File: src/verilog/wpf_pkg.sv
// Constants, register map and helpers for the waveform pattern and fault protect block
package wpf_pkg;
   // Printed offsets are register indices; byte address is four times the index
   localparam logic [5:0] IDX_CTRL    = 6'h00;
   localparam logic [5:0] IDX_FDMASK  = 6'h02;
   localparam logic [5:0] IDX_FDCTRL  = 6'h03;
   localparam logic [5:0] IDX_STATUS  = 6'h04;
   localparam logic [5:0] IDX_DTLS    = 6'h08;
   localparam logic [5:0] IDX_DTHS    = 6'h09;
   localparam logic [5:0] IDX_DTLSBUF = 6'h0a;
   localparam logic [5:0] IDX_DTHSBUF = 6'h0b;
   localparam logic [5:0] IDX_OVREN   = 6'h0c;

   localparam int CTRL_PAT_BIT   = 5;
   localparam int CTRL_COMW_BIT  = 4;
   localparam logic [7:0] CTRL_WMASK = 8'h3f;
   localparam int FD_DBD_BIT     = 4;
   localparam int FD_MODE_BIT    = 2;
   localparam logic [7:0] FDCTRL_WMASK = 8'h17;
   localparam int ST_FFLAG_BIT   = 2;
   localparam int ST_HSV_BIT     = 1;
   localparam int ST_LSV_BIT     = 0;

   localparam logic [7:0] RST_BYTE = 8'h00;

   localparam logic [1:0] ACT_NONE     = 2'b00;
   localparam logic [1:0] ACT_CLEARDIR = 2'b11;

   localparam logic [1:0] RESP_OKAY   = 2'b00;
   localparam logic [1:0] RESP_SLVERR = 2'b10;

   typedef enum logic [1:0] {
      FS_NORMAL = 2'b00,
      FS_FAULT  = 2'b01,
      FS_WAIT   = 2'b11
   } wpf_fstate_t;

   // Each dead-time channel owns one pin pair: low side even, high side odd
   function automatic logic [7:0] chan_pins(input logic [3:0] en);
      chan_pins = {en[3], en[3], en[2], en[2], en[1], en[1], en[0], en[0]};
   endfunction
endpackage

File: src/verilog/wpf_fault_unit.sv
// Fault detection and restore state machine
`timescale 1ns/1ps
`default_nettype none
module wpf_fault_unit (
   input  wire logic       aclk,
   input  wire logic       aresetn,
   input  wire logic [7:0] fault_evt,
   input  wire logic [7:0] evt_mask,
   input  wire logic [1:0] fault_act,
   input  wire logic       restore_cbc,
   input  wire logic       dbg_fault_dis,
   input  wire logic       dbg_break,
   input  wire logic       tc_update,
   input  wire logic       fflag_clr,
   output logic            fault_cond,
   output logic            fault_active,
   output logic            fflag
);
   wpf_pkg::wpf_fstate_t state_r, state_nxt;
   logic fflag_r;
   logic prot_on;

   // Runs with no processor help, from the peripheral clock alone
   assign prot_on = (fault_act != wpf_pkg::ACT_NONE); // RL22 RL9
   assign fault_cond = prot_on & ((|(fault_evt & evt_mask)) // RL5
                      | (dbg_break & ~dbg_fault_dis)); // RL16 RL25
   assign fault_active = (state_r != wpf_pkg::FS_NORMAL);
   assign fflag = fflag_r;

   always_comb begin
      state_nxt = state_r;
      unique case (state_r)
         wpf_pkg::FS_NORMAL: begin
            if (fault_cond) state_nxt = wpf_pkg::FS_FAULT;
         end
         wpf_pkg::FS_FAULT: begin
            // Latched mode also waits for software to clear the flag
            if (!fault_cond && (restore_cbc || !fflag_r)) // RL10 RL11 RL17
               state_nxt = wpf_pkg::FS_WAIT;
         end
         wpf_pkg::FS_WAIT: begin
            if (fault_cond) state_nxt = wpf_pkg::FS_FAULT;
            else if (!restore_cbc && fflag_r) state_nxt = wpf_pkg::FS_FAULT;
            else if (tc_update) state_nxt = wpf_pkg::FS_NORMAL; // RL14
         end
         default: state_nxt = wpf_pkg::FS_FAULT;
      endcase
   end

   always_ff @(posedge aclk) begin
      if (!aresetn) state_r <= wpf_pkg::FS_NORMAL;
      else state_r <= state_nxt;
   end

   // A new fault in the clearing cycle keeps the flag set
   always_ff @(posedge aclk) begin
      if (!aresetn) fflag_r <= 1'b0;
      else if (fault_cond) fflag_r <= 1'b1; // RL7
      else if (fflag_clr) fflag_r <= 1'b0; // RL24
   end
endmodule
`default_nettype wire

File: src/verilog/wpf_top.sv
// Waveform pattern generation and fault protection with AXI4-Lite registers
//
// What this block does
// (RL1) Pattern mode drives the dead-time registers as a synchronous pin pattern.
// (RL2) In pattern mode, pins with override enable set carry the channel A waveform.
// (RL3) Buffered pattern contents take effect only at the timer UPDATE.
// (RL4) Software must set pin directions as outputs to see the pattern.
// (RL5) Eight-bit mask enables event channels; enabled events are ORed into a fault.
// (RL6) A fault with clear action clears direction bits of enabled channels.
// (RL7) A fault sets the fault flag and the timer error flag.
// (RL8) Fault action starts within two clock cycles of the event.
// (RL9) Fault protection needs no processor, only the running clock.
// (RL10) Latched mode holds fault until condition gone and flag cleared, then UPDATE.
// (RL11) Cycle mode holds fault while condition lasts, resumes at next UPDATE.
// (RL12) Leaving the fault restores direction bits of enabled channels.
// (RL13) Fault leaves override enables intact but blocks software writes to them.
// (RL14) Fault exit uses the same UPDATE as the timer.
// (RL15) Lock blocks writes to control, override enable and event mask.
// (RL16) Debug break counts as a fault source when enabled.
// (RL17) After break, cycle mode restarts at UPDATE; latched needs flag clear.
// (RL18) Control bit 5 selects pattern mode over dead-time insertion.
// (RL19) Control bit 4 feeds channel A waveform to all four generators.
// (RL20) Control bits 3 to 0 enable each channel's dead-time generator.
// (RL21) Software writes zero to reserved control bits 7 and 6.
// (RL22) Action code 00 disables protection, 11 clears directions.
// (RL23) Fault control bit 2 picks latched (0) or cycle-by-cycle (1).
// (RL24) Writing one to status bit 2 clears the fault flag.
// (RL25) Fault control bit 4 set stops debug break from causing a fault.
`timescale 1ns/1ps
`default_nettype none
module wpf_top (
   input  wire logic       aclk,
   input  wire logic       aresetn,
   input  wire logic [7:0] s_axi_awaddr,
   input  wire logic       s_axi_awvalid,
   output logic            s_axi_awready,
   input  wire logic [31:0] s_axi_wdata,
   input  wire logic [3:0] s_axi_wstrb,
   input  wire logic       s_axi_wvalid,
   output logic            s_axi_wready,
   output logic [1:0]      s_axi_bresp,
   output logic            s_axi_bvalid,
   input  wire logic       s_axi_bready,
   input  wire logic [7:0] s_axi_araddr,
   input  wire logic       s_axi_arvalid,
   output logic            s_axi_arready,
   output logic [31:0]     s_axi_rdata,
   output logic [1:0]      s_axi_rresp,
   output logic            s_axi_rvalid,
   input  wire logic       s_axi_rready,
   input  wire logic [3:0] tc_waveform,
   input  wire logic       tc_update,
   input  wire logic [7:0] fault_evt,
   input  wire logic       dbg_break,
   input  wire logic       ext_lock,
   output logic [7:0]      pin_out,
   output logic [7:0]      pin_ovr_en,
   output logic [7:0]      dir_clear,
   output logic [7:0]      dir_restore,
   output logic            tc_err_set,
   output logic            fault_state
);
   logic       aw_hold_r, w_hold_r, wstrb0_r;
   logic [5:0] aw_idx_r;
   logic [7:0] wdata_r;
   logic       bvalid_r, rvalid_r;
   logic [1:0] bresp_r, rresp_r;
   logic [31:0] rdata_r;
   logic       wr_go, rd_go, wr_hit, rd_hit;
   logic [5:0] rd_idx;

   logic [5:0] ctrl_r;
   logic [7:0] fdmask_r, fdctrl_r, ovren_r;
   logic [7:0] dtls_r, dths_r, dtlsbuf_r, dthsbuf_r;
   logic       lsv_r, hsv_r;
   logic [7:0] pin_out_r, pin_ovr_r, dir_restore_r;
   logic       fault_prev_r;

   logic       fault_cond, fault_active, fflag, fflag_clr;
   logic [7:0] chan_mask, rd_val, pin_out_nxt, pin_ovr_nxt;
   logic [3:0] wave;
   logic       patm, comw, act_clr;

   function automatic logic wr_to(input logic [5:0] idx, input logic go,
                                  input logic [5:0] aidx, input logic s0);
      wr_to = go && s0 && (aidx == idx);
   endfunction

   function automatic logic idx_valid(input logic [5:0] idx);
      idx_valid = (idx == wpf_pkg::IDX_CTRL) || (idx == wpf_pkg::IDX_FDMASK)
         || (idx == wpf_pkg::IDX_FDCTRL) || (idx == wpf_pkg::IDX_STATUS)
         || (idx == wpf_pkg::IDX_DTLS) || (idx == wpf_pkg::IDX_DTHS)
         || (idx == wpf_pkg::IDX_DTLSBUF) || (idx == wpf_pkg::IDX_DTHSBUF)
         || (idx == wpf_pkg::IDX_OVREN);
   endfunction

   // AXI4-Lite write path: address and data taken in either order
   assign s_axi_awready = !aw_hold_r && !bvalid_r;
   assign s_axi_wready  = !w_hold_r && !bvalid_r;
   assign wr_go  = aw_hold_r && w_hold_r && !bvalid_r;
   assign wr_hit = idx_valid(aw_idx_r);

   always_ff @(posedge aclk) begin
      if (!aresetn) begin
         aw_hold_r <= 1'b0;
         aw_idx_r  <= 6'h00;
      end else if (s_axi_awvalid && s_axi_awready) begin
         aw_hold_r <= 1'b1;
         aw_idx_r  <= s_axi_awaddr[7:2];
      end else if (wr_go) begin
         aw_hold_r <= 1'b0;
      end
   end

   always_ff @(posedge aclk) begin
      if (!aresetn) begin
         w_hold_r <= 1'b0;
         wdata_r  <= wpf_pkg::RST_BYTE;
         wstrb0_r <= 1'b0;
      end else if (s_axi_wvalid && s_axi_wready) begin
         w_hold_r <= 1'b1;
         wdata_r  <= s_axi_wdata[7:0];
         wstrb0_r <= s_axi_wstrb[0];
      end else if (wr_go) begin
         w_hold_r <= 1'b0;
      end
   end

   always_ff @(posedge aclk) begin
      if (!aresetn) begin
         bvalid_r <= 1'b0;
         bresp_r  <= wpf_pkg::RESP_OKAY;
      end else if (wr_go) begin
         bvalid_r <= 1'b1;
         bresp_r  <= wr_hit ? wpf_pkg::RESP_OKAY : wpf_pkg::RESP_SLVERR;
      end else if (s_axi_bready) begin
         bvalid_r <= 1'b0;
      end
   end

   assign s_axi_bvalid = bvalid_r;
   assign s_axi_bresp  = bresp_r;

   // Read path: one read at a time, data from a register
   assign s_axi_arready = !rvalid_r;
   assign rd_go  = s_axi_arvalid && !rvalid_r;
   assign rd_idx = s_axi_araddr[7:2];
   assign rd_hit = idx_valid(rd_idx);

   always_comb begin
      rd_val = wpf_pkg::RST_BYTE;
      unique case (rd_idx)
         wpf_pkg::IDX_CTRL:    rd_val = {2'b00, ctrl_r}; // RL21
         wpf_pkg::IDX_FDMASK:  rd_val = fdmask_r;
         wpf_pkg::IDX_FDCTRL:  rd_val = fdctrl_r;
         wpf_pkg::IDX_STATUS:  rd_val = {5'h00, fflag, hsv_r, lsv_r};
         wpf_pkg::IDX_DTLS:    rd_val = dtls_r;
         wpf_pkg::IDX_DTHS:    rd_val = dths_r;
         wpf_pkg::IDX_DTLSBUF: rd_val = dtlsbuf_r;
         wpf_pkg::IDX_DTHSBUF: rd_val = dthsbuf_r;
         wpf_pkg::IDX_OVREN:   rd_val = ovren_r;
         default:              rd_val = wpf_pkg::RST_BYTE;
      endcase
   end

   always_ff @(posedge aclk) begin
      if (!aresetn) begin
         rvalid_r <= 1'b0;
         rdata_r  <= 32'h0000_0000;
         rresp_r  <= wpf_pkg::RESP_OKAY;
      end else if (rd_go) begin
         rvalid_r <= 1'b1;
         rdata_r  <= {24'h00_0000, rd_val};
         rresp_r  <= rd_hit ? wpf_pkg::RESP_OKAY : wpf_pkg::RESP_SLVERR;
      end else if (s_axi_rready) begin
         rvalid_r <= 1'b0;
      end
   end

   assign s_axi_rvalid = rvalid_r;
   assign s_axi_rdata  = rdata_r;
   assign s_axi_rresp  = rresp_r;

   // Configuration registers; lock guards control and the event mask
   always_ff @(posedge aclk) begin
      if (!aresetn) ctrl_r <= 6'h00;
      else if (wr_to(wpf_pkg::IDX_CTRL, wr_go, aw_idx_r, wstrb0_r) && !ext_lock) // RL15
         ctrl_r <= wdata_r[5:0] & wpf_pkg::CTRL_WMASK[5:0];
   end

   always_ff @(posedge aclk) begin
      if (!aresetn) fdmask_r <= wpf_pkg::RST_BYTE;
      else if (wr_to(wpf_pkg::IDX_FDMASK, wr_go, aw_idx_r, wstrb0_r) && !ext_lock) // RL15
         fdmask_r <= wdata_r;
   end

   always_ff @(posedge aclk) begin
      if (!aresetn) fdctrl_r <= wpf_pkg::RST_BYTE;
      else if (wr_to(wpf_pkg::IDX_FDCTRL, wr_go, aw_idx_r, wstrb0_r))
         fdctrl_r <= wdata_r & wpf_pkg::FDCTRL_WMASK;
   end

   assign fflag_clr = wr_to(wpf_pkg::IDX_STATUS, wr_go, aw_idx_r, wstrb0_r)
                      && wdata_r[wpf_pkg::ST_FFLAG_BIT]; // RL24

   assign patm = ctrl_r[wpf_pkg::CTRL_PAT_BIT];
   assign comw = ctrl_r[wpf_pkg::CTRL_COMW_BIT];

   // Buffers load from software and move to the live registers on UPDATE
   always_ff @(posedge aclk) begin
      if (!aresetn) begin
         dtlsbuf_r <= wpf_pkg::RST_BYTE;
         lsv_r     <= 1'b0;
      end else if (wr_to(wpf_pkg::IDX_DTLSBUF, wr_go, aw_idx_r, wstrb0_r)) begin
         dtlsbuf_r <= wdata_r;
         lsv_r     <= 1'b1;
      end else if (tc_update) begin
         lsv_r <= 1'b0;
      end
   end

   always_ff @(posedge aclk) begin
      if (!aresetn) begin
         dthsbuf_r <= wpf_pkg::RST_BYTE;
         hsv_r     <= 1'b0;
      end else if (wr_to(wpf_pkg::IDX_DTHSBUF, wr_go, aw_idx_r, wstrb0_r)) begin
         dthsbuf_r <= wdata_r;
         hsv_r     <= 1'b1;
      end else if (tc_update && !(patm && fault_active)) begin
         hsv_r <= 1'b0;
      end
   end

   always_ff @(posedge aclk) begin
      if (!aresetn) dtls_r <= wpf_pkg::RST_BYTE;
      else if (wr_to(wpf_pkg::IDX_DTLS, wr_go, aw_idx_r, wstrb0_r)) dtls_r <= wdata_r;
      else if (tc_update && lsv_r) dtls_r <= dtlsbuf_r; // RL1 RL3
   end

   always_ff @(posedge aclk) begin
      if (!aresetn) dths_r <= wpf_pkg::RST_BYTE;
      else if (wr_to(wpf_pkg::IDX_DTHS, wr_go, aw_idx_r, wstrb0_r)) dths_r <= wdata_r;
      else if (tc_update && hsv_r && !patm) dths_r <= dthsbuf_r;
   end

   // In pattern mode the high side buffer carries the override enables,
   // so software and pattern updates alike are frozen during a fault
   always_ff @(posedge aclk) begin
      if (!aresetn) ovren_r <= wpf_pkg::RST_BYTE;
      else if (!fault_active) begin // RL13
         if (wr_to(wpf_pkg::IDX_OVREN, wr_go, aw_idx_r, wstrb0_r) && !ext_lock) // RL15
            ovren_r <= wdata_r;
         else if (tc_update && hsv_r && patm) ovren_r <= dthsbuf_r; // RL3
      end
   end

   wpf_fault_unit u_fault (
      .aclk          (aclk),
      .aresetn       (aresetn),
      .fault_evt     (fault_evt),
      .evt_mask      (fdmask_r),
      .fault_act     (fdctrl_r[1:0]),
      .restore_cbc   (fdctrl_r[wpf_pkg::FD_MODE_BIT]), // RL23
      .dbg_fault_dis (fdctrl_r[wpf_pkg::FD_DBD_BIT]),
      .dbg_break     (dbg_break),
      .tc_update     (tc_update),
      .fflag_clr     (fflag_clr),
      .fault_cond    (fault_cond),
      .fault_active  (fault_active),
      .fflag         (fflag)
   );

   assign chan_mask  = wpf_pkg::chan_pins(ctrl_r[3:0]);
   assign act_clr    = (fdctrl_r[1:0] == wpf_pkg::ACT_CLEARDIR);
   // Unregistered so the port sees the clear in the event's own cycle
   assign dir_clear  = (act_clr && (fault_cond || fault_active)) ? chan_mask : 8'h00; // RL6 RL8
   assign tc_err_set = fault_cond; // RL7
   assign fault_state = fault_active;

   // Direction restore is a one-cycle pulse on leaving the fault
   always_ff @(posedge aclk) begin
      if (!aresetn) begin
         fault_prev_r  <= 1'b0;
         dir_restore_r <= 8'h00;
      end else begin
         fault_prev_r  <= fault_active;
         dir_restore_r <= (fault_prev_r && !fault_active && act_clr) ? chan_mask : 8'h00; // RL12
      end
   end
   assign dir_restore = dir_restore_r;

   // Channel sources; dead-time counting itself sits outside this block
   assign wave = comw ? {4{tc_waveform[0]}} : tc_waveform; // RL19

   always_comb begin
      pin_out_nxt = 8'h00;
      pin_ovr_nxt = 8'h00;
      if (patm) begin
         for (int i = 0; i < 8; i++)
            pin_out_nxt[i] = ovren_r[i] ? tc_waveform[0] : dtls_r[i]; // RL1 RL2 RL18
         pin_ovr_nxt = 8'hff;
      end else begin
         for (int c = 0; c < 4; c++) begin
            pin_out_nxt[2*c]   = ctrl_r[c] & wave[c]; // RL20
            pin_out_nxt[2*c+1] = ctrl_r[c] & ~wave[c];
         end
         pin_ovr_nxt = chan_mask & ovren_r; // RL20
      end
      if (fault_active && act_clr) pin_out_nxt = 8'h00;
   end

   // Pins follow the pattern only where software made them outputs
   always_ff @(posedge aclk) begin
      if (!aresetn) begin
         pin_out_r <= 8'h00;
         pin_ovr_r <= 8'h00;
      end else begin
         pin_out_r <= pin_out_nxt; // RL4
         pin_ovr_r <= pin_ovr_nxt;
      end
   end
   assign pin_out    = pin_out_r;
   assign pin_ovr_en = pin_ovr_r;
endmodule
`default_nettype wire
File: config.mk
export PLATFORM = sky130hd
export DESIGN_NAME = wpf_top
export DESIGN_NICKNAME = d
export VERILOG_FILES = /design/src/verilog/wpf_pkg.sv /design/src/verilog/wpf_fault_unit.sv /design/src/verilog/wpf_top.sv
export SDC_FILE = /design/constraint.sdc
export NUM_CORES = 1
export LEC_CHECK = 0
export BUFFER_PORTS_ARGS = -buffer_cell sky130_fd_sc_hd__buf_2
export CORE_ASPECT_RATIO = 0.9
export CORE_MARGIN = 5
export CORE_UTILIZATION = 50
export DETAILED_ROUTE_END_ITERATION = 10
export PLACE_DENSITY = 0.87
export SLEW_MARGIN = 20
export SYNTH_ARGS = -nofsm -noshare
export SYNTH_HDL_FRONTEND = slang
export SYNTH_SLANG_ARGS = --single-unit
File: constraint.sdc
create_clock -name aclk -period 2.7 [get_ports aclk]
set_input_delay 0.135 -clock aclk [delete_from_list [all_inputs] [get_ports aclk]]
set_output_delay 0.135 -clock aclk [all_outputs]
set_load 0.1 [all_outputs]
Yosys cells after proc, flatten, opt, wreduce, memory -nomap -nowiden
Cells that the tools add are included.
{"block": "totals", "register_bits": 118, "latch_bits": 0, "ramBits": 0, "mem_bits_ro": 0, "input_bits": 74, "output_inout_bits": 75, "wordCells": 190, "memories": 0}
{"block": "op_classes", "n_addsub": 0, "mul": 0, "div": 0, "magnitude_cmp": 0, "n_eq_ne": 22, "n_shift": 0, "mux": 40, "n_bitwise": 20, "n_reduce_logical": 82}
{"op": "8-bit 2-to-1 mux", "count": 9}
{"op": "8-bit one-hot mux with 9 select lines", "count": 1}
{"op": "6-bit by 4-bit == test with 1-bit output, second input constant", "count": 10}
{"op": "1-bit logical AND", "count": 33}
{"op": "6-bit by 2-bit == test with 1-bit output, second input constant", "count": 4}
{"op": "2-bit nonzero test", "count": 12}
{"op": "1-bit 2-to-1 mux", "count": 21}
{"op": "1-bit logical OR", "count": 18}
{"op": "8-bit AND", "count": 2}
{"op": "2-bit 2-to-1 mux", "count": 7}
{"op": "6-bit by 3-bit == test with 1-bit output, second input constant", "count": 2}
{"op": "6-bit logical NOT", "count": 2}
{"op": "1-bit logical NOT", "count": 11}
{"op": "1-bit AND", "count": 10}
{"op": "8-bit OR reduction", "count": 1}
{"op": "1-bit inverter", "count": 7}
{"op": "2-bit one-hot mux with 3 select lines", "count": 1}
{"op": "2-bit == test, second input constant", "count": 2}
{"op": "4-bit 2-to-1 mux", "count": 1}
{"op": "4-bit by 3-bit != test with 1-bit output, second input constant", "count": 1}
{"op": "2-bit AND reduction", "count": 2}
{"op": "3-bit AND reduction", "count": 1}
{"op": "2-bit by 1-bit == test with 1-bit output, second input constant", "count": 1}
{"op": "2-bit logical NOT", "count": 1}
{"op": "other kinds (4)", "count": 4}

Longest topological paths before layout
{"block": "depth", "depth_word": 10, "mapped_depth": 6, "depth_no_buf": 4}

Cells and area by module
From an unflattened synthesis, not the netlist that was laid out.
{"block": "unflattened", "hier_cells": 615, "area_unflattened_um2": 5497.8}
{"module": "wpf_top", "instances": 1, "cells_each": 589, "area_each_um2": 5270.1, "seq_area_each_um2": 2202.1}
{"module": "wpf_fault_unit", "instances": 1, "cells_each": 26, "area_each_um2": 227.7, "seq_area_each_um2": 60.1}

Worst setup path before layout
No wires, ideal clock.
{"block": "synth_path", "path_kind": "reg-to-output", "startpoint": "register u_fault.state_r[1]", "endpoint": "output port dir_clear[1]", "t_arrival_ps": 3185, "t_required_ps": 2565, "path_slack_ps": -620, "path_stages_with_launch": 6, "n_path_buf": 1, "cell_sequence": "dfxtp_1 nor2_1 inv_1 o311ai_0 nor2_1 buf_4"}
{"block": "synth_between", "elab_chain_cells": 4}
{"item": "start: declaration", "line_no": "wpf_fault_unit.sv:19", "text": "wpf_pkg::wpf_fstate_t state_r, state_nxt;"}
{"item": "start signal: assignment", "line_no": "wpf_fault_unit.sv:51", "text": "if (!aresetn) state_r <= wpf_pkg::FS_NORMAL;"}
{"item": "start signal: assignment", "line_no": "wpf_fault_unit.sv:52", "text": "else state_r <= state_nxt;"}
{"item": "2-bit nonzero test", "line_no": "wpf_fault_unit.sv:27", "text": "assign fault_active = (state_r != wpf_pkg::FS_NORMAL);"}
{"item": "named net fault_state", "line_no": "wpf_top.sv:61", "text": "output logic fault_state"}
{"item": "1-bit logical OR", "line_no": "wpf_top.sv:276", "text": "assign dir_clear = (act_clr && (fault_cond || fault_active)) ? chan_mask : 8'h00;"}
{"item": "1-bit logical AND", "line_no": "wpf_top.sv:276"}
{"item": "8-bit 2-to-1 mux", "line_no": "wpf_top.sv:276"}
{"item": "end: declaration", "line_no": "wpf_top.sv:58", "text": "output logic [7:0] dir_clear,"}
The timed path passes the listed nets, and every way through them passes these cells.

Final worst setup path
{"block": "layout_path", "startpoint": "register fdmask_r[2]", "endpoint": "output port dir_clear[0]"}
{"block": "layout_between", "elab_chain_cells": 7}
{"item": "start: declaration", "line_no": "wpf_top.sv:73", "text": "logic [7:0] fdmask_r, fdctrl_r, ovren_r;"}
{"item": "start signal: assignment", "line_no": "wpf_top.sv:192", "text": "if (!aresetn) fdmask_r <= wpf_pkg::RST_BYTE;"}
{"item": "start signal: assignment", "line_no": "wpf_top.sv:194", "text": "fdmask_r <= wdata_r;"}
{"item": "8-bit AND", "line_no": "wpf_fault_unit.sv:25", "text": "assign fault_cond = prot_on & ((|(fault_evt & evt_mask))"}
{"item": "8-bit OR reduction", "line_no": "wpf_fault_unit.sv:25"}
{"item": "1-bit bitwise OR", "line_no": "wpf_fault_unit.sv:26", "text": "| (dbg_break & ~dbg_fault_dis));"}
{"item": "1-bit AND", "line_no": "wpf_fault_unit.sv:25"}
{"item": "1-bit logical OR", "line_no": "wpf_top.sv:276"}
{"item": "1-bit logical AND", "line_no": "wpf_top.sv:276"}
{"item": "8-bit 2-to-1 mux", "line_no": "wpf_top.sv:276"}
No other way between the ends.

==> flow_summary.ini <==
[run_status]
status = complete, no violations

[critical_path]
cp_data_arrival_time_ns = 2.19
critPathCaptureType = primary output
cp.buffers_inverters = 2
worstPathRequired_ns = 2.57
cp_top_family = compound AO/OA/AOI/OAI gates
worstPathCellList = a222oi_1, o2111ai_1, o311ai_2, buf_4, nor2_2, buf_2
r2r_start = aw_idx_r[1]
max_stage_delay_ns = 0.34
path_class = flip-flop to primary output
crit_fanout = 4
cpMaxStageDelayCell = dfxtp_1
critPathLaunchType = flip-flop
reg2reg_depth = 4
crit_cells = 6
worstSetupStartpoint = fdmask_r[2]

[routing]
drtPass1Iterations = 6
vias = 5069
wl_um = 16210
ant_nets = 0
wl_per_cell_um = 19.28
via_per_inst = 6.027
drc = 0
drt_iter0_drc = 625

[floorplanning]
dieArea_um2 = 13190
core_um2 = 10810
row_count = 36
die_h_um = 109.5
initial_core_util = 0.5084
ios = 149
die_x_um = 120.5

[clocking]
ctsResizeCount = 0
clock-sinks = 113
clockBufferDepth = 2
tritoncts = done
cts_max_level = 4
clk_pin_slew_ns = 0.06
cts_buffers = 17
clk_latency_ns = 0.41
clockRootBuffer = clkbuf_16

[pwr]
p_switching_mw = 1.276
vdd_ir_drop_max_uv = 441.9
power.share.sequential = 0.408
cellPowerDensity_nw_per_um2 = 645.5
internal-power_mw = 2.980
p_sw_frac = 0.2997
finalPower_mw = 4.256
p_comb_frac = 0.106
p_leak_nw = 2.735
power_frac_clock = 0.486

[yosys]
ys_warn_count = 0
async_flop_share = 0
yosys.cell_types.count = 63
synth-edff-count = 0
synth.avg_cell_area_um2 = 8.996
netlist_area_um2 = 5497
syn_inst = 611
synth_flop_cell = dfxtp_1
ys_seq_area_frac = 0.4116
ys_ff_latch = 113

[timing]
relSlewSlack = 0.3495
rsz0062_at_grt = no
hold_viol_final = 0
setup_viol = 0
min_period_ns = 2.326
postLayoutSetupSlackWorst_ns = 0.3738
worst_pin_slew_ns = 0.9738
worst_clock_skew_ns = 0.01125
fmax_mhz = 429.9
drv_slew = 0
period_share = 0.8616

[cells_and_area]
layout-drive-gt1-share = 0.2458
final_core_util = 0.6098
multi_input_area_um2 = 2877
diodes = 0
layout.cells.non_filler = 841
seqCellArea_um2 = 2262
syn_to_final_growth_pct = 19.94
nNetsFinal = 769
fillers = 866
final_area_um2 = 6593

[placed_design]
post_dp_cell_area_um2 = 5873
post-place-ws_ns = 0.5186
dp.cells = 792
dp_hpwl_um = 10930
port_buffers = 91
globalplace.congestion = 0.9560

[worst_hold_path]
hold_depth = 3
hold_class = input pin to flip-flop
worstHoldStart = tc_waveform[0]

[grt]
grt_pass1_vias = 4867
grt_max_degree = 85
antenna_found_initial = 0
grt_use_total = 0.2431
overflow = 0
grt_pass1_wl_um = 25120

[flow_run]
drv_cap = 0
==> logic make-up (layout without fill, tap and decap cells) <==
logic type      Yosys count  in the layout  share of synthesized area
compound gates          117            117                     0.1623
buf+inv                  91            163                    0.09014
other cells               1             26                  0.0006822
flops                   113            113                     0.4116
simple gates            214            214                     0.1873
mux                      75             75                     0.1480
==> routing by layer <==
layer  vias up  part of all wire  GRT usage
met5         -                 0          0
met4         0             0.049     0.1375
met3        70             0.098    0.04990
met2       331              0.46     0.3945
met1      2356              0.39     0.3039
li1       2312                 -          -
==> final timing paths <==
path / endpoint / slack [ns]
worst max-delay path: dir_clear[0] / 0.37
worst min-delay path: pin_out[0] / 0.13
worst max register to register: dtlsbuf_r[2] / 0.39
worst min register to register: s_axi_rresp[1] / 0.45
==> metrics by stage <==
| stage | hold WS (ns) | TNS [ns] |
|---|---|---|
| after floorplan | 0.2710 | -0.08402 |
| after global placement | 0.3702 | 0 |
| after detailed placement | 0.3851 | 0 |
| after CTS | 0.1142 | 0 |
| after global routing | 0.1507 | 0 |
| final | 0.1304 | 0 |
==> power by group through the flow <==
stage | clock [mW] | sequential (mW) | combinational (mW)
finish | 2.07 | 1.74 | 0.450
detailed placement | 0 | 1.77 | 0.421
global route | 2.16 | 1.74 | 0.470
CTS | 2.07 | 1.73 | 0.442
floorplan | 0 | 1.77 | 0.365
global placement | 0 | 1.77 | 0.413
==> Yosys cell counts (4+ instances only) <==
cell type,count,area share
inv_1,16,0.011
nand2_1,56,0.038
o31a_1,4,0.0064
buf_4,34,0.046
nor3_1,8,0.0073
and2_1,8,0.0091
nand2b_1,7,0.0080
mux2i_1,61,0.11
nor2_1,85,0.058
a21oi_1,36,0.033
buf_1,5,0.0034
a311oi_2,8,0.022
o21ai_0,10,0.0091
a211oi_1,11,0.015
mux4_2,4,0.016
nand3_1,23,0.021
dfxtp_1,113,0.41
a22oi_1,8,0.011
clkbuf_1,32,0.022
a221o_1,8,0.015
a31oi_1,5,0.0057
mux2_2,10,0.020
==> cell usage in the layout (no fill, tap or decap), types with 4 or more instances in the layout <==
cell type | Yosys | final
buf_2 | 2 | 91
nand3_1 | 23 | 23
a22oi_1 | 8 | 8
inv_6 | 0 | 6
buf_4 | 34 | 7
a21oi_1 | 36 | 36
inv_1 | 16 | 15
o31a_1 | 4 | 4
nor3_1 | 8 | 8
dfxtp_1 | 113 | 113
conb_1 | 1 | 26
nand2b_1 | 7 | 7
and2_1 | 8 | 8
clkinv_4 | 0 | 4
nor2_1 | 85 | 79
a311oi_2 | 8 | 8
mux2_2 | 10 | 10
mux2i_1 | 61 | 61
a221o_1 | 8 | 8
a31oi_1 | 5 | 5
nor2_4 | 1 | 4
o21ai_0 | 10 | 10
a211oi_1 | 11 | 11
nand2_1 | 56 | 56
clkbuf_16 | 0 | 17
mux4_2 | 4 | 4
dlygate4sd3_1 | 0 | 17
==> sequential cells by signal, indices dropped and copies added, names as in the netlist, 2 cells and up <==
register and count:
dths_r 8, dthsbuf_r 8, dtls_r 8, dtlsbuf_r 8, fdmask_r 8, ovren_r 8, pin_out 8, pin_ovr_en 8
s_axi_rdata 8, wdata_r 8, aw_idx_r 6, ctrl_r 6, dir_restore 4, fdctrl_r 4, u_fault.state_r 2
==> tightest hold or removal path, cell delays in order <==
cell and delay [ns]:
buf_2 0.16, nand3_1 0.10, a21oi_1 0.07
==> timing repair <==
item	in CTS	in global routing
buffers inserted	0	0
hold buffers	17	0
hold endpoints to repair	17	0
==> area by class of cell <==
cell class,count,area share
multi-input combinational,432,0.4363
clock inverter,15,0.01879
clock buffer,17,0.06453
tap,133,0.02524
timing repair buffer,115,0.1029
sequential,113,0.3431
inverter,16,0.009110
Note: power is estimated with default switching activity, not from simulation.
